==> src/common/arx_pkg.sv <==
// Constants, register map and state codes for the receive delay control block
// Assumes a single fabric clock domain and an APB register bus with 32-bit data
package arx_pkg;

  // ******************************************************
  // Widths and fixed values
  // ******************************************************
  localparam int unsigned ARX_TAP_W       = 9;
  localparam logic [8:0]  ARX_BT_SIM      = 9'h0A0;
  localparam logic [6:0]  ARX_PRBS_SEED   = 7'h7F;

  // ******************************************************
  // Register byte offsets
  // ******************************************************
  localparam logic [7:0]  ARX_OFF_CTRL    = 8'h00;
  localparam logic [7:0]  ARX_OFF_DLY     = 8'h04;
  localparam logic [7:0]  ARX_OFF_STAT    = 8'h08;
  localparam logic [7:0]  ARX_OFF_ISTAT   = 8'h0C;
  localparam logic [7:0]  ARX_OFF_IMASK   = 8'h10;
  localparam logic [7:0]  ARX_OFF_CNT0    = 8'h14;

  // ******************************************************
  // Field positions and reset values
  // ******************************************************
  localparam int unsigned ARX_CTRL_RXRST_B = 0;
  localparam int unsigned ARX_CTRL_TXRST_B = 1;
  localparam int unsigned ARX_CTRL_RXVTC_B = 2;
  localparam int unsigned ARX_CTRL_TXVTC_B = 3;
  localparam int unsigned ARX_CTRL_REREAD_B = 4;
  localparam int unsigned ARX_CTRL_INJ_LSB = 8;
  localparam int unsigned ARX_CTRL_SCLR_LSB = 16;
  localparam int unsigned ARX_CTRL_CRST_LSB = 24;
  localparam logic [31:0] ARX_CTRL_WMASK  = 32'h0000_FF0F;
  localparam logic [31:0] ARX_CTRL_RST    = 32'h0000_0000;
  localparam int unsigned ARX_DLY_CH_LSB  = 12;
  localparam logic [13:0] ARX_DLY_RST     = 14'h0000;
  localparam int unsigned ARX_STAT_BTV_B  = 9;
  localparam int unsigned ARX_STAT_TXR_B  = 10;
  localparam int unsigned ARX_STAT_RXR_B  = 11;
  localparam int unsigned ARX_STAT_STK_LSB = 16;

  // ******************************************************
  // Bit-time read state machine
  // ******************************************************
  typedef enum logic [3:0] {
    ARX_RIU_IDLE = 4'h1,
    ARX_RIU_REQ  = 4'h2,
    ARX_RIU_WAIT = 4'h4,
    ARX_RIU_DONE = 4'h8
  } arx_riu_st_t;

endpackage : arx_pkg

==> src/common/arx_chk_if.sv <==
// Signals between the control top and one test-pattern channel
// Assumes both ends run on the same clock and reset
`timescale 1ns/1ns
interface arx_chk_if #(
  parameter int unsigned W     = 8,
  parameter int unsigned CNT_W = 16
) (
  input wire logic clk,
  input wire logic rst
);
  logic             inject;
  logic             sticky_clr;
  logic             chk_rst;
  logic [W-1:0]     rx_word;
  logic             rx_valid;
  logic [W-1:0]     tx_word;
  logic             tx_valid;
  logic             pat_valid;
  logic             err_pulse;
  logic             sticky;
  logic [CNT_W-1:0] err_cnt;

  modport mon (input clk, rst, tx_word, tx_valid, pat_valid, err_pulse, sticky, err_cnt,
               output inject, sticky_clr, chk_rst, rx_word, rx_valid);
  modport chk (input clk, rst, inject, sticky_clr, chk_rst, rx_word, rx_valid,
               output tx_word, tx_valid, pat_valid, err_pulse, sticky, err_cnt);
endinterface : arx_chk_if

==> src/rtl/arx_ctrl_top.sv <==
// Delay control, bit-time read and test-channel monitor with APB registers
// Assumes one clock, the lane control unit and loopback channels outside
`timescale 1ns/1ns
module arx_ctrl_top #(
  parameter int unsigned NCH           = 3,
  parameter int unsigned W             = 8,
  parameter int unsigned NTXN          = 2,
  parameter int unsigned CNT_W         = 16,
  parameter bit          SIM_MODE_FLAG = 1'b0,
  parameter logic [5:0]  RIU_BT_ADDR   = 6'h00,
  parameter logic [1:0]  RIU_BT_NIB    = 2'h0
) (
  input  wire logic                  MCLK,
  input  wire logic                  RST,
  input  wire logic                  PSEL,
  input  wire logic                  PENABLE,
  input  wire logic                  PWRITE,
  input  wire logic [7:0]            PADDR,
  input  wire logic [31:0]           PWDATA,
  output      logic [31:0]           PRDATA,
  output      logic                  PREADY,
  output      logic                  PSLVERR,
  output      logic                  IRQ,
  input  wire logic                  TOP_RESET_IN,
  output      logic                  RX_RESET,
  output      logic                  TX_RESET,
  output      logic                  RX_EN_VTC,
  output      logic                  TX_EN_VTC,
  input  wire logic [NTXN-1:0]       TX_DLY_RDY_NIB,
  output      logic                  TX_DLY_RDY,
  input  wire logic                  RX_DLY_RDY,
  output      logic [2*NCH-1:0]      RX_CE,
  output      logic [2*NCH-1:0]      RX_INC,
  output      logic [2*NCH-1:0]      RX_LOAD,
  output      logic [2*NCH*9-1:0]    RX_CNTVALUEIN,
  output      logic [5:0]            RIU_ADDR,
  output      logic [15:0]           RIU_WR_DATA,
  output      logic                  RIU_WR_EN,
  output      logic [1:0]            RIU_NIBBLE_SEL,
  input  wire logic [15:0]           RIU_RD_DATA,
  input  wire logic                  RIU_VALID,
  output      logic [8:0]            BIT_TIME_TAPS,
  output      logic [NCH*W-1:0]      TX_WORD,
  output      logic [NCH-1:0]        TX_VALID,
  input  wire logic [NCH*W-1:0]      RX_WORD,
  input  wire logic [NCH-1:0]        RX_VALID,
  output      logic [NCH-1:0]        PAT_VALID,
  output      logic [NCH-1:0]        ERR_PULSE
);
  arx_pkg::arx_riu_st_t riu_st_r, riu_st_nxt;
  logic [31:0]          ctrl_r, ctrl_nxt;
  logic [13:0]          dly_r, dly_nxt;
  logic [8:0]           bt_r, bt_nxt;
  logic                 btv_r, btv_nxt;
  logic                 bt_ev;
  logic [NCH:0]         istat_r, istat_nxt;
  logic [NCH:0]         imask_r, imask_nxt;
  logic [31:0]          prdata_r, prdata_nxt;
  logic                 txrdy_r, rxrst_r, txrst_r;
  logic [2*NCH*9-1:0]   cnt_val_r, cnt_val_nxt;
  logic [2*NCH-1:0]     load_r, load_nxt;
  logic                 wr_en, setup, hit;
  logic [31:0]          rd;
  logic [NCH-1:0]       sclr, crst, sticky_v, ep_v;
  logic [NCH*CNT_W-1:0] cnt_v;
  logic [8:0]           riu_dat, mon0_diff;

  // ******************************************************
  // APB decode
  // ******************************************************
  assign setup   = PSEL && !PENABLE;
  assign wr_en   = PSEL && PENABLE && PWRITE;
  assign PREADY  = PSEL && PENABLE;
  assign PSLVERR = PSEL && PENABLE && !hit;
  assign PRDATA  = prdata_r;

  always_comb begin
    rd  = '0;
    hit = 1'b1;
    unique case (PADDR)
      arx_pkg::ARX_OFF_CTRL:  rd = ctrl_r;
      arx_pkg::ARX_OFF_DLY:   rd = {18'h00000, dly_r};
      arx_pkg::ARX_OFF_STAT: begin
        rd[8:0] = bt_r;
        rd[arx_pkg::ARX_STAT_BTV_B] = btv_r;
        rd[arx_pkg::ARX_STAT_TXR_B] = txrdy_r;
        rd[arx_pkg::ARX_STAT_RXR_B] = RX_DLY_RDY;
        rd[arx_pkg::ARX_STAT_STK_LSB +: NCH] = sticky_v;
      end
      arx_pkg::ARX_OFF_ISTAT: rd[NCH:0] = istat_r;
      arx_pkg::ARX_OFF_IMASK: rd[NCH:0] = imask_r;
      default: begin
        hit = 1'b0;
        for (int c = 0; c < int'(NCH); c++) begin
          if (PADDR == arx_pkg::ARX_OFF_CNT0 + 8'(4 * c)) begin
            hit = 1'b1;
            rd[CNT_W-1:0] = cnt_v[c*CNT_W +: CNT_W];
          end
        end
      end
    endcase
  end

  // ******************************************************
  // Registers, pulses and interrupt status
  // ******************************************************
  assign sclr = (wr_en && PADDR == arx_pkg::ARX_OFF_CTRL)
                ? PWDATA[arx_pkg::ARX_CTRL_SCLR_LSB +: NCH] : '0;
  assign crst = (wr_en && PADDR == arx_pkg::ARX_OFF_CTRL)
                ? PWDATA[arx_pkg::ARX_CTRL_CRST_LSB +: NCH] : '0;

  always_comb begin
    ctrl_nxt   = ctrl_r;
    dly_nxt    = dly_r;
    imask_nxt  = imask_r;
    prdata_nxt = setup ? rd : prdata_r;
    istat_nxt  = istat_r;
    if (wr_en && PADDR == arx_pkg::ARX_OFF_CTRL) begin
      ctrl_nxt = PWDATA & arx_pkg::ARX_CTRL_WMASK;
    end
    if (wr_en && PADDR == arx_pkg::ARX_OFF_DLY) begin
      dly_nxt = PWDATA[13:0];
    end
    if (wr_en && PADDR == arx_pkg::ARX_OFF_IMASK) begin
      imask_nxt = PWDATA[NCH:0];
    end
    if (wr_en && PADDR == arx_pkg::ARX_OFF_ISTAT) begin
      istat_nxt = istat_r & ~PWDATA[NCH:0];
    end
    istat_nxt = istat_nxt | {ep_v, bt_ev};
  end

  assign IRQ = |(istat_r & imask_r);

  // ******************************************************
  // Bit-time read
  // ******************************************************
  assign riu_dat        = RIU_RD_DATA[8:0];
  assign RIU_ADDR       = RIU_BT_ADDR;
  assign RIU_NIBBLE_SEL = RIU_BT_NIB;
  assign RIU_WR_DATA    = '0;
  assign RIU_WR_EN      = 1'b0;

  always_comb begin
    riu_st_nxt = riu_st_r;
    bt_nxt     = bt_r;
    btv_nxt    = btv_r;
    bt_ev      = 1'b0;
    unique case (riu_st_r)
      arx_pkg::ARX_RIU_IDLE: begin
        if (wr_en && PADDR == arx_pkg::ARX_OFF_CTRL && PWDATA[arx_pkg::ARX_CTRL_REREAD_B]) begin
          riu_st_nxt = arx_pkg::ARX_RIU_REQ;
        end
      end
      arx_pkg::ARX_RIU_REQ: begin
        if (SIM_MODE_FLAG) begin
          bt_nxt     = arx_pkg::ARX_BT_SIM;
          btv_nxt    = 1'b1;
          riu_st_nxt = arx_pkg::ARX_RIU_DONE;
        end else begin
          riu_st_nxt = arx_pkg::ARX_RIU_WAIT;
        end
      end
      arx_pkg::ARX_RIU_WAIT: begin
        if (RIU_VALID) begin
          bt_nxt     = riu_dat;
          btv_nxt    = 1'b1;
          riu_st_nxt = arx_pkg::ARX_RIU_DONE;
        end
      end
      arx_pkg::ARX_RIU_DONE: begin
        bt_ev      = 1'b1;
        riu_st_nxt = arx_pkg::ARX_RIU_IDLE;
      end
      default: riu_st_nxt = arx_pkg::ARX_RIU_IDLE;
    endcase
  end

  assign BIT_TIME_TAPS = bt_r;

  // ******************************************************
  // Delay loads for active and monitor lanes
  // ******************************************************
  always_comb begin
    logic [8:0] act;
    logic [8:0] half;
    logic [1:0] ch;
    act         = PWDATA[8:0];
    half        = {1'b0, bt_r[8:1]};
    ch          = PWDATA[arx_pkg::ARX_DLY_CH_LSB +: 2];
    cnt_val_nxt = cnt_val_r;
    load_nxt    = '0;
    if (wr_en && PADDR == arx_pkg::ARX_OFF_DLY && int'(ch) < int'(NCH)) begin
      cnt_val_nxt[ch*18 +: 9] = act;
      cnt_val_nxt[ch*18 + 9 +: 9] = (act >= half) ? act - half : act + half;
      load_nxt[ch*2 +: 2] = 2'h3;
    end
  end

  assign RX_CE         = '0;
  assign RX_INC        = '0;
  assign RX_LOAD       = load_r;
  assign RX_CNTVALUEIN = cnt_val_r;

  // ******************************************************
  // Link resets and status
  // ******************************************************
  always_ff @(posedge MCLK or posedge RST) begin
    if (RST) begin
      riu_st_r  <= arx_pkg::ARX_RIU_REQ;
      ctrl_r    <= arx_pkg::ARX_CTRL_RST;
      dly_r     <= arx_pkg::ARX_DLY_RST;
      bt_r      <= '0;
      btv_r     <= 1'b0;
      istat_r   <= '0;
      imask_r   <= '0;
      prdata_r  <= '0;
      txrdy_r   <= 1'b0;
      rxrst_r   <= 1'b1;
      txrst_r   <= 1'b1;
      cnt_val_r <= '0;
      load_r    <= '0;
    end else begin
      riu_st_r  <= riu_st_nxt;
      ctrl_r    <= ctrl_nxt;
      dly_r     <= dly_nxt;
      bt_r      <= bt_nxt;
      btv_r     <= btv_nxt;
      istat_r   <= istat_nxt;
      imask_r   <= imask_nxt;
      prdata_r  <= prdata_nxt;
      txrdy_r   <= &TX_DLY_RDY_NIB;
      rxrst_r   <= TOP_RESET_IN | ctrl_r[arx_pkg::ARX_CTRL_RXRST_B];
      txrst_r   <= TOP_RESET_IN | ctrl_r[arx_pkg::ARX_CTRL_TXRST_B];
      cnt_val_r <= cnt_val_nxt;
      load_r    <= load_nxt;
    end
  end

  assign TX_DLY_RDY = txrdy_r;
  assign RX_RESET   = rxrst_r;
  assign TX_RESET   = txrst_r;
  assign RX_EN_VTC  = ctrl_r[arx_pkg::ARX_CTRL_RXVTC_B];
  assign TX_EN_VTC  = ctrl_r[arx_pkg::ARX_CTRL_TXVTC_B];

  // ******************************************************
  // Test channels
  // ******************************************************
  for (genvar c = 0; c < NCH; c++) begin : g_ch
    arx_chk_if #(.W(W), .CNT_W(CNT_W)) u_if (.clk(MCLK), .rst(RST));
    assign u_if.inject     = ctrl_r[arx_pkg::ARX_CTRL_INJ_LSB + c];
    assign u_if.sticky_clr = sclr[c];
    assign u_if.chk_rst    = crst[c];
    assign u_if.rx_word    = RX_WORD[c*W +: W];
    assign u_if.rx_valid   = RX_VALID[c];
    assign TX_WORD[c*W +: W]         = u_if.tx_word;
    assign TX_VALID[c]               = u_if.tx_valid;
    assign PAT_VALID[c]              = u_if.pat_valid;
    assign ERR_PULSE[c]              = u_if.err_pulse;
    assign ep_v[c]                   = u_if.err_pulse;
    assign sticky_v[c]               = u_if.sticky;
    assign cnt_v[c*CNT_W +: CNT_W]   = u_if.err_cnt;
    arx_prbs_chk #(.W(W), .CNT_W(CNT_W)) u_chk (.ifc(u_if.chk));
  end

  assign mon0_diff = (RX_CNTVALUEIN[8:0] >= RX_CNTVALUEIN[17:9])
                     ? RX_CNTVALUEIN[8:0] - RX_CNTVALUEIN[17:9]
                     : RX_CNTVALUEIN[17:9] - RX_CNTVALUEIN[8:0];
endmodule : arx_ctrl_top

==> src/rtl/arx_prbs_chk.sv <==
// One looped-back test channel: pattern generator, error inject, checker
// Assumes the received word returns in the same bit order, msb first
`timescale 1ns/1ns
module arx_prbs_chk #(
  parameter int unsigned W     = 8,
  parameter int unsigned CNT_W = 16
) (
  arx_chk_if.chk ifc
);
  logic [6:0]       gen_r, gen_nxt;
  logic [6:0]       hist_r, hist_nxt;
  logic [W-1:0]     txw_r, txw_nxt;
  logic [W-1:0]     clean_r, clean_nxt;
  logic             pv_r, pv_nxt;
  logic             ep_r, ep_nxt;
  logic             st_r, st_nxt;
  logic             inj_d_r;
  logic             tv_r;
  logic [CNT_W-1:0] cnt_r, cnt_nxt;

  // ******************************************************
  // Next state
  // ******************************************************
  always_comb begin
    logic [6:0] g;
    logic [6:0] h;
    logic       b;
    logic       err;
    g = gen_r;
    h = hist_r;
    b = 1'b0;
    err = 1'b0;
    txw_nxt = '0;
    for (int i = int'(W) - 1; i >= 0; i--) begin
      b = g[6] ^ g[5];
      txw_nxt[i] = b;
      g = {g[5:0], b};
    end
    gen_nxt = g;
    clean_nxt = txw_nxt;
    if (ifc.inject && !inj_d_r) begin
      txw_nxt[0] = ~txw_nxt[0];
    end
    if (ifc.rx_valid) begin
      for (int i = int'(W) - 1; i >= 0; i--) begin
        b = h[6] ^ h[5];
        err = err | (ifc.rx_word[i] ^ b);
        h = {h[5:0], ifc.rx_word[i]};
      end
    end
    hist_nxt = h;
    pv_nxt = ~pv_r;
    ep_nxt = err;
    st_nxt = (st_r & ~ifc.sticky_clr) | err;
    if (ifc.chk_rst) begin
      cnt_nxt = '0;
    end else if (err && (cnt_r != {CNT_W{1'b1}})) begin
      cnt_nxt = cnt_r + {{(CNT_W-1){1'b0}}, 1'b1};
    end else begin
      cnt_nxt = cnt_r;
    end
  end

  always_ff @(posedge ifc.clk or posedge ifc.rst) begin
    if (ifc.rst) begin
      gen_r   <= arx_pkg::ARX_PRBS_SEED;
      hist_r  <= arx_pkg::ARX_PRBS_SEED;
      txw_r   <= '0;
      clean_r <= '0;
      pv_r    <= 1'b0;
      ep_r    <= 1'b0;
      st_r    <= 1'b0;
      inj_d_r <= 1'b0;
      tv_r    <= 1'b0;
      cnt_r   <= '0;
    end else begin
      gen_r   <= gen_nxt;
      hist_r  <= hist_nxt;
      txw_r   <= txw_nxt;
      clean_r <= clean_nxt;
      pv_r    <= pv_nxt;
      ep_r    <= ep_nxt;
      st_r    <= st_nxt;
      inj_d_r <= ifc.inject;
      tv_r    <= 1'b1;
      cnt_r   <= cnt_nxt;
    end
  end

  assign ifc.tx_word   = txw_r;
  assign ifc.tx_valid  = tv_r;
  assign ifc.pat_valid = pv_r;
  assign ifc.err_pulse = ep_r;
  assign ifc.sticky    = st_r;
  assign ifc.err_cnt   = cnt_r;
endmodule : arx_prbs_chk
==> config.mk <==
export PLATFORM = sky130hd
export DESIGN_NAME = arx_ctrl_top
export DESIGN_NICKNAME = d
export VERILOG_FILES = /design/src/common/arx_pkg.sv /design/src/common/arx_chk_if.sv /design/src/rtl/arx_ctrl_top.sv /design/src/rtl/arx_prbs_chk.sv
export SDC_FILE = /design/constraint.sdc
export NUM_CORES = 1
export LEC_CHECK = 0
export ABC_AREA = 1
export BUFFER_PORTS_ARGS = -buffer_cell sky130_fd_sc_hd__buf_2
export CAP_MARGIN = 20
export CORE_MARGIN = 2
export CORE_UTILIZATION = 60
export CTS_CLUSTER_DIAMETER = 120
export DETAILED_ROUTE_END_ITERATION = 6
export PLACE_DENSITY = 0.94
export SLEW_MARGIN = 25
export SYNTH_ARGS = -nofsm -noshare
export SYNTH_HDL_FRONTEND = slang
export SYNTH_SLANG_ARGS = --single-unit
==> constraint.sdc <==
create_clock -name MCLK -period 14.8 [get_ports MCLK]
set_input_delay 1.48 -clock MCLK [delete_from_list [all_inputs] [get_ports MCLK]]
set_output_delay 1.48 -clock MCLK [all_outputs]
set_load 0.02 [all_outputs]
==> results.md, run 1 <==
- Status: complete, no violations
- Final Skew: 0.0139 ns
- Initial antenna violation count: 1
- Period utilisation layout: 0.313
- Row cnt: 55
- Synthesized cell area: ~14,000 sq um
- Final hold vios: 0
- Int Pwr: 1.33 mW
- Design Power: 1.94 mW
- Number of global-route vias before repair: 12,000
- Starting DRC count in detailed routing: 1,317
- Data arrival, critical path: 3.15 ns
- Net Sw Power: 616 uW
- Most common cell after layout, fill and taps aside: nand2_1
- Die W: 156 um
- PostCTS Resize Cnt: 0
- Post-CTS Repair Setup Buffers: 0
- Worst hold path type: flop to flop
- Final nets: 1,999
- Sw Share: 0.317
- Core area: 22,600 sq um
- Mapped Cells: approximately 1,700
- Largest net degree at the start of global routing: 99
- Distinct cells, synth: 60
- Number of diodes: 0
- Async SR Flop Fraction: 1.00
- Synthesized area per cell: 8.15 sq um
- Worst ir drop on vdd: 0.000174 V
- Yosys warnings: 0
- CP Launch Type: input pin
- Commonest non-fill, non-tap cells in the layout: nand2_1, dfrtp_1, buf_2
- Grt ovf: 0
- CP required: 13.32 ns
- H-tree lvl count: 1
- Cell Chain, Critical Path: buf_2 -> nor2_1 -> nand2_1 -> nor2_1 -> nand2_1 -> nand4_1 -> nor4_1 -> buf_2
- P&R area growth vs syn: 13.6%
- Fmax: around 220 MHz
- CTS buffer count: 27
- Slew Viols, Final: 0
- LEAKAGE: 8.45 nW
- Initial Util: 0.612
- First-pass GRT wire length: 60.0 mm
- Pre-antenna DRT Iters: 5
- ANT nets after route: 0
- Max Cap Violations: 0
- Clock sink count: 254
- Post-route minimum period: 4.63 ns
- DR WL/cell: 17.3 um
- Detailed-route via count: ~13,000
- Die H: around 160 um
- Vias per cell: 5.73
- GRT Util Overall: 0.306
- CTS tree: yes
- Clock power share: 0.378
- CTS clk-pin slew, worst paths: roughly 0.060 ns
- Comb pwr share: 0.216
- Max-slew headroom: 0.351
- Slew @ Worst Pin: 0.972 ns
- P per Cell Area: 123 nW/um^2
- Crit path max fanout: 16
- Setup TNS: 0 ns
- WS Path Type: input pin to output pin
- Total die area: 24,300 sq um
- Final setup violation count: 0
- CP Capture Type: output pin
- Core Util, Final: 0.695
- Cts hold-fix bufs: 0
- PortBufs: 204
- FF+latch count, synth: 254
- Tightest hold margin: 0.385 ns
- Io pins: 272
- RD Place Congestion: 0.995
- Seq pwr share: 0.406
- Dominant synthesized flop cell: dfrtp_1
- Hpwl dp: 27.2 mm
- Max Root-Sink Buffers: 3
- Max incr delay on CP: between 0.4 and 0.5 ns
- Post-synth EDFFs: 0
- Sequential area share after synthesis: 0.463
- Slowest stage cell, crit path: nand2_1
- Clk_lat worst skew: ~0.55 ns
- RSZ-0062 raised after global routing: no
- Layout cells sized above 1: 0.182
- DRT Wirelength: ~38 mm
- CTS root buffer: clkbuf_16
- DRC: 0
==> power groups by stage <==
stage	sequential [mW]	combinational, mW	clock, mW
after floorplan	0.798	0.302	0
after global placement	0.794	0.399	0
after detailed placement	0.797	0.409	0
after CTS	0.786	0.413	0.739
after global routing	0.792	0.471	0.770
final	0.788	0.419	0.735
==> synthesized netlist by cell type, drive strengths merged, types with 3 or more instances <==
master / n / share of area
a21oi: 39 / 0.014
o21ai: 119 / 0.043
nand2: 476 / 0.13
o22ai: 13 / 0.0059
a221oi: 4 / 0.0025
mux2: 5 / 0.0041
nor3: 29 / 0.011
nor2: 92 / 0.028
ha: 27 / 0.024
dfstp: 45 / 0.085
a31oi: 6 / 0.0032
a32oi: 3 / 0.0019
xor2: 80 / 0.051
dfrtp: 209 / 0.38
or2: 4 / 0.0018
o21bai: 4 / 0.0022
o31ai: 4 / 0.0022
nand3b: 4 / 0.0022
a211oi: 3 / 0.0016
a41oi: 3 / 0.0019
inv: 179 / 0.048
and2: 4 / 0.0018
clkbuf: 24 / 0.0065
buf: 88 / 0.044
nor4: 11 / 0.0065
clkinv: 3 / 0.00090
xnor2: 14 / 0.0088
nand4: 49 / 0.023
nand3: 141 / 0.052
==> cell families after synthesis <==
logic type / Yosys count / synth area share
and+or+nand+nor: 810 / 0.258
buffers and inverters: 294 / 0.0999
DFF: 254 / 0.463
AOI/OAI and AO/OA: 214 / 0.0881
xor gates and xnor gates: 94 / 0.0594
adders and majority gates: 29 / 0.0273
muxes: 5 / 0.00406
other: 2 / 0.000542
==> metal layers <==
metal	global-route usage	vias to the layer above	routed length (um)
met3	0.0497	125	3690
met4	0.128	0	1500
met5	0	-	0
li1	-	5787	-
met2	0.499	687	17600
met1	0.411	5920	14900
==> registers in the layout, indices dropped and copies added (netlist names), 9 cells and up <==
signal                  cells
BIT_TIME_TAPS               9
PRDATA                     19
RX_CNTVALUEIN              54
ctrl_r                     12
dly_r                      14
g_ch.u_chk.gen_r           21
g_ch.u_chk.hist_r          21
g_ch.u_chk.ifc.err_cnt     48
g_ch.u_chk.ifc.tx_word     24
==> critical path: cells and delay by family <==
kind / cells / cell delay (ns)
AND/OR/NAND/NOR: 6 / 1.37
buffers and inverters: 2 / 0.29
==> worst paths after layout <==
| path | startpoint | slack [ns] | cells after the start | to |
|---|---|---|---|---|
| max in group asynchronous | RST | 11.99 | 4 | BIT_TIME_TAPS[2] |
| hold reg to reg | ctrl_r[10] | 0.39 | 0 | g_ch[2].u_chk.inj_d_r |
| min in group asynchronous | RST | 1.02 | 2 | g_ch[0].u_chk.ifc.tx_word[1] |
| setup / recovery | PADDR[5] | 10.17 | 8 | PSLVERR |
| setup reg to reg | BIT_TIME_TAPS[6] | 12.21 | 13 | RX_CNTVALUEIN[46] |
| hold / removal | ctrl_r[10] | 0.39 | 0 | g_ch[2].u_chk.inj_d_r |
==> metrics by stage <==
stage                     setup slack [ns]  cells  area, sq um
after floorplan                       6.41   1751        14000
after global placement                9.97   2133        14800
after detailed placement             10.20   2133        14800
after CTS                            10.22   2183        15700
after global routing                 10.03   2183        15700
final                                10.17   2183        15700
==> layout make-up <==
class,instances,area (sq um)
well taps,285,357
clock buffers,41,788
repair buffers,209,1070
fillers,1773,6900
flip-flops and latches,254,6410
multi-input cells,1203,6250
inverters,182,692
clock inverters,9,174
No activity file was read; power rests on OpenSTA's default activity.
==> run 2, diff against run 1 <==
--- a/config.mk
+++ b/config.mk
@@ -9,10 +9,10 @@
 export BUFFER_PORTS_ARGS = -buffer_cell sky130_fd_sc_hd__buf_2
 export CAP_MARGIN = 20
 export CORE_MARGIN = 2
-export CORE_UTILIZATION = 60
+export CORE_UTILIZATION = 56
 export CTS_CLUSTER_DIAMETER = 120
 export DETAILED_ROUTE_END_ITERATION = 6
-export PLACE_DENSITY = 0.94
+export PLACE_DENSITY = 0.89
 export SLEW_MARGIN = 25
 export SYNTH_ARGS = -nofsm -noshare
 export SYNTH_HDL_FRONTEND = slang
==> constraint.sdc (replaced) <==
create_clock -name MCLK -period 4.51 [get_ports MCLK]
set_input_delay 0.451 -clock MCLK [delete_from_list [all_inputs] [get_ports MCLK]]
set_output_delay 0.451 -clock MCLK [all_outputs]
set_load 0.02 [all_outputs]
==> run 2 against run 1 <==
Cell count is 2.0% higher. Setup slack worse by 8.5 ns. Clock skew is 0.0011 ns lower. Power grew to 3.3 times the previous value. Sequential share of layout area is 0.30 points lower. Combinational power grew to 3.3 times the previous value. Critical path depth is 3 higher. Global-route usage is 2.5 points lower. Final area is 0.74% higher.
==> results.md, run 2 (synthesis gave the netlist of run 1 again) <==
- Row cnt: 57 (+3.6%)
- Grt met2 use: 0.455 (-0.0436)
- Most common cell after layout, fill and taps aside: nand2_1
- Layout cells sized above 1: 0.183 (+0.000668)
- Max-slew headroom: 0.328 (-0.0228)
- WS Path Type: input pin to flop
- Post-Layout Cell Count: 2,227 (+2.0%)
- Final WS setup: 1.70 ns (-8.47 ns)
- Worst hold path type: input pin to flop
- Worst ir drop on vdd: 0.000318 V (+82%)
- GRT Util Overall: 0.281 (-0.0255)
- Max Root-Sink Buffers: 3 (unchanged)
- CTS tree: yes
- Setup TNS: 0 ns (unchanged)
- Final hold vios: 0 (unchanged)
- P per Cell Area: 407 nW/um^2 (+230%)
- Worst reg2reg endpoint: g_ch[0].u_chk.ifc.err_cnt[5]
- H-tree lvl count: 1 (unchanged)
- Placed cells: 2,173 (+1.9%)
- Slowest stage cell, crit path: ha_1
- Pre-CTS setup slack: 1.29 ns (-8.91 ns)
- Detailed-route via count: 12,300 (-1.8%)
- Met1 usage: 0.382 (-0.0294)
- GR peak layer: met2
- Initial antenna violation count: 2 (+1)
- Data arrival, critical path: 3.29 ns (+0.14 ns)
- LEAKAGE: 8.48 nW (+0.36%)
- DRC: 0 (unchanged)
- Post-CTS Repair Setup Buffers: 0 (unchanged)
- DRT Wirelength: 37.1 mm (-1.4%)
- Io pins: 272 (unchanged)
- RSZ-0062 raised after global routing: no
- CP Capture Type: flop
- Final setup violation count: 0 (unchanged)
- P&R area growth vs syn: 14.4%
- ANT nets after route: 0 (unchanged)
- Initial Util: 0.570 (-0.0423)
- Starting DRC count in detailed routing: 1,534 (+16%)
- Status: complete, no violations
- Reg area: 6410 sq um (unchanged)
- CTS root buffer: clkbuf_16
- Layout Cell Area excl Fill: 15,900 sq um (+0.74%)
- Largest net degree at the start of global routing: 159 (+61%)
- Pre-antenna DRT Iters: 7 (+2)
- Cts hold-fix bufs: 1 (+1)
- Vias per cell: 5.52 (-3.7%)
- Cell Chain, Critical Path: buf_2 -> inv_1 -> ha_1 -> inv_1 -> nor2_1 -> inv_1 -> nor2_1 -> nand2_1 -> o32ai_1 -> nand2_1 -> nand2_1
- First-pass GRT wire length: 59.2 mm (-1.4%)
- Clock sink count: 254 (unchanged)
- PostCTS Resize Cnt: 0 (unchanged)
- RD Place Congestion: 0.967 (-2.8%)
- PortBufs: 204 (unchanged)
- R2r startpoint: g_ch[0].u_chk.ifc.err_cnt[0]
- Final nets: 2,002 (+0.15%)
- R2r worst-path depth: 9 (-4)
- Filler cell count in the final layout: 1,982 (+12%)
- Die H: 161 um (+3.4%)
- Max incr delay on CP: 0.67 ns (+0.23 ns)
- Post-route minimum period: about 2.8 ns
- Multi-input gate area: 6250 sq um (about the same)
- CTS buffer count: 28 (+3.7%)
- Slew Viols, Final: 0 (unchanged)
- Max Cap Violations: 0 (unchanged)
- Design Power: 6.46 mW (+230%)
- Reg2reg setup slack: 1.96 ns (-10.25 ns)
- CP required: 4.99 ns (-8.33 ns)
- Dpl cell area: 14,800 sq um (+0.44%)
- Clk_lat worst skew: 0.54 ns (about the same)
- Total die area: 26,000 sq um (+7.0%)
- Commonest non-fill, non-tap cells in the layout: nand2_1, dfrtp_1, buf_2
- Min-Delay Startpoint: TX_DLY_RDY_NIB[1]
- CTS clk-pin slew, worst paths: 0.06 ns (about the same)
- Max reg flops: 54 (unchanged)
- Die W: 161 um (+3.4%)
- Final Skew: 0.0129 ns (-0.00109 ns)
- Crit path max fanout: 31 (+15)
- Global-route met3 utilization: 0.0452 (-0.00452)
- Hold EP: TX_DLY_RDY
- Hpwl dp: 27.1 mm (-0.53%)
- Number of global-route vias before repair: 11,600 (-3.5%)
- CP Launch Type: input pin
- Fmax: around 360 MHz
- Slew @ Worst Pin: 1.01 ns (+0.0341 ns)
- Core area: 24,300 sq um (+7.4%)
- Crit path max-delay family: buffers and inverters
- Grt ovf: 0 (unchanged)
- DR WL/cell: 16.7 um (-3.3%)
- Period utilisation layout: 0.623
- CP Buf/Inv Count: 4 (+2)
- Crit path launch: PWDATA[12]
- Hold Crit Depth: 3 (+3)
==> run 2: cell types whose count changed in the layout (fill, tap and decap cells not counted), moves of 2 or more <==
| cell | previous run | this run |
|---|---|---|
| clkinv_2 | 4 | 6 |
| buf_6 | 2 | 0 |
| buf_4 | 3 | 5 |
| clkbuf_16 | 27 | 29 |
| clkbuf_8 | 6 | 3 |
==> run 2: per-layer routing <==
metal / share of wire / vias to the layer above
li1: - / 5777
met1: 0.42 / 5772
met2: 0.46 / 626
met3: 0.082 / 121
met4: 0.042 / 2
met5: 0.00035 / -
==> run 2: how the worst max path moves through the flow <==
stage                              endpoint  slack (ns)  cells past startpoint
after floorplan            BIT_TIME_TAPS[0]        0.75                      1
after global placement     RX_CNTVALUEIN[5]        1.32                     11
after detailed placement  RX_CNTVALUEIN[23]        1.29                     11
after CTS                 RX_CNTVALUEIN[23]        1.82                     11
after global routing      RX_CNTVALUEIN[23]        1.45                     11
final                      RX_CNTVALUEIN[5]        1.70                     11
==> run 2: area by class of cell <==
cell class | instances | share of cell area
diodes | 1 | 0.000158
clock buffers | 39 | 0.0500
clock inverters | 13 | 0.0137
inverters | 182 | 0.0434
multi-input cells | 1203 | 0.394
flip-flops and latches | 254 | 0.404
well taps | 324 | 0.0256
repair buffers | 211 | 0.0686
==> run 2: metrics by stage <==
stage	hold WS (ns)	util
final	0.105	0.652
after floorplan	0.354	-
after global routing	0.125	0.652
after detailed placement	0.358	0.610
after global placement	0.360	0.610
after CTS	0.0931	0.652
==> run 2: report_power, final <==
part / internal, mW / switching, mW / leakage, nW
Combinational: 0.438 / 0.959 / 4.77
Clock: 1.57 / 0.925 / 0.497
Sequential: 2.43 / 0.145 / 3.22
==> run 2: tightest hold or removal path, delay by kind of cell <==
kind / cells / cell delay (ns)
buf+inv: 2 / 0.13
simple gates: 1 / 0.04
==> run 3, diff against run 2 <==
==> constraint.sdc (replaced) <==
create_clock -name MCLK -period 2.6 [get_ports MCLK]
set_input_delay 0.26 -clock MCLK [delete_from_list [all_inputs] [get_ports MCLK]]
set_output_delay 0.26 -clock MCLK [all_outputs]
set_load 0.02 [all_outputs]
==> run 3 against run 2 <==
Sequential power increased by 74%. Critical endpoint is now RX_CNTVALUEIN[29]. Combinational power rose by 80%. Sequential share of layout area fell by 1.4 points. Via count rose by 3.0%. Cell count rose by 2.9%. Critical path depth unchanged.
==> results.md, run 3 (synthesis gave the netlist of run 1 again) <==
- CP Launch Type: flop
- Largest net degree at the start of global routing: 97 (-39%)
- CTS buffer count: 27 (-3.6%)
- Total die area: 26,000 sq um (unchanged)
- Pre-antenna DRT Iters: 6 (-1)
- Period utilisation layout: 0.912
- Clk_lat worst skew: 0.54 ns (about the same)
- Final Skew: 0.0112 ns (-0.00161 ns)
- Data arrival, critical path: 2.79 ns (-0.50 ns)
- LEAKAGE: 8.73 nW (+3.0%)
- Vias per cell: 5.52 (about the same)
- PortBufs: 204 (unchanged)
- P&R area growth vs syn: 18.5%
- Clock sink count: 254 (unchanged)
- Layout cells sized above 1: 0.189 (+0.00616)
- Starting DRC count in detailed routing: 1,412 (-8.0%)
- Core area: 24,300 sq um (unchanged)
- Row cnt: 57 (unchanged)
- Status: complete, no violations
- DRT Wirelength: 38.7 mm (+4.1%)
- DRC: 0 (unchanged)
- Max Root-Sink Buffers: 3 (unchanged)
- Post-CTS Repair Setup Buffers: 0 (unchanged)
- Max reg flops: 54 (unchanged)
- WS Path Type: flop to flop
- Crit path max fanout: 8 (-74%)
- Final setup violation count: 0 (unchanged)
- CTS clk-pin slew, worst paths: 0.06 ns (about the same)
- Die H: 161 um (unchanged)
- CP required: 3.02 ns (-1.97 ns)
- Initial antenna violation count: 1 (-1)
- RSZ-0062 raised after global routing: no
- Tightest hold margin: 0.0140 ns (-0.0914 ns)
- Max Cap Violations: 0 (unchanged)
- Commonest non-fill, non-tap cells in the layout: nand2_1, dfrtp_1, buf_2
- Slew @ Worst Pin: 0.710 ns (-0.296 ns)
- Post-route minimum period: 2.37 ns
- DR WL/cell: 16.9 um (+1.1%)
- ANT nets after route: 0 (unchanged)
- Detailed-route via count: 12,700 (+3.0%)
- H-tree lvl count: 1 (unchanged)
- RD Place Congestion: 0.970 (+0.29%)
- Final hold vios: 0 (unchanged)
- Slew Viols, Final: 0 (unchanged)
- Fmax: 422 MHz
- First-pass GRT wire length: 61.9 mm (+4.5%)
- Io pins: 272 (unchanged)
- Grt ovf: 0 (unchanged)
- Hpwl dp: 27.8 mm (+2.6%)
- Die W: 161 um (unchanged)
- Max-slew headroom: 0.521 (+0.194)
- CTS root buffer: clkbuf_16
- Number of global-route vias before repair: 12,000 (+3.5%)
- Most common cell after layout, fill and taps aside: nand2_1
- Design Power: 11.0 mW (+70%)
- Worst hold path type: input pin to flop
- CP Capture Type: flop
- GRT Util Overall: 0.295 (+0.0142)
- Worst ir drop on vdd: 0.000499 V (+57%)
- P per Cell Area: 671 nW/um^2 (+65%)
- Initial Util: 0.570 (unchanged)
- CTS tree: yes
- Final nets: 2,068 (+3.3%)
-- run 3: metrics by stage --
stage	util	worst slack (ns)	TNS, ns	instances	cell area [sq um]
4_1_cts	0.675	0.288	0	2291	16400
2_1_floorplan	-	-0.967	-206.44	1751	14100
6_report	0.675	0.229	0	2292	16400
5_1_grt	0.675	0.0320	0	2292	16400
3_5_place_dp	0.619	0.327	0	2197	15000
3_3_place_gp	0.619	0.370	0	2197	15000
-- run 3: report_power, final --
part | switching (mW) | total [mW] | leakage, nW | internal [mW]
Sequential | 0.251 | 4.46 | 3.22 | 4.21
Clock | 1.58 | 4.04 | 0.453 | 2.45
Combinational | 1.69 | 2.52 | 5.07 | 0.829
Total | 3.52 | 11.0 | 8.73 | 7.49
-- run 3: worst paths after layout --
path	from	endpoint	slack, ns	cells past startpoint
hold / removal	RX_WORD[17]	g_ch[2].u_chk.hist_r[1]	0.01	3
hold reg to reg	ctrl_r[10]	g_ch[2].u_chk.inj_d_r	0.39	0
max in group asynchronous	RST	g_ch[0].u_chk.gen_r[3]	1.69	4
min in group asynchronous	RST	g_ch[1].u_chk.ifc.err_cnt[11]	0.18	3
setup reg to reg	BIT_TIME_TAPS[6]	RX_CNTVALUEIN[29]	0.23	11
setup / recovery	BIT_TIME_TAPS[6]	RX_CNTVALUEIN[29]	0.23	11
-- run 3: cell type report --
class / count / area [sq um]
repair buffers: 278 / 1720
well taps: 324 / 405
multi-input cells: 1203 / 6250
clock inverters: 12 / 171
fillers: 1896 / 7900
diodes: 1 / 2.50
inverters: 182 / 688
clock buffers: 38 / 767
flip-flops and latches: 254 / 6410
-- run 3: layer usage --
metal / share of wire / global-route usage / vias up
li1: - / - / 5936
met1: 0.41 / 0.407 / 5971
met2: 0.48 / 0.483 / 663
met3: 0.083 / 0.0434 / 92
met4: 0.032 / 0.0982 / 0
met5: 0 / 0 / -
-- run 3: repair_timing --
| action | CTS | global route |
|---|---|---|
| endpoints found under the hold margin | 131 | 0 |
| resized for setup | 0 | 0 |
| hold buffers | 44 | 0 |
-- run 3: worst max-delay path: stages, from the launching register on --
cell and delay [ns]:
dfrtp_1 0.42, inv_1 0.09, ha_1 0.44, nand2_1 0.12
nor2_1 0.21, a31oi_2 0.21, nand2_2 0.19, nand2_1 0.10
nand3_1 0.12, nand3_1 0.15, nand3_1 0.13, nand2_1 0.08
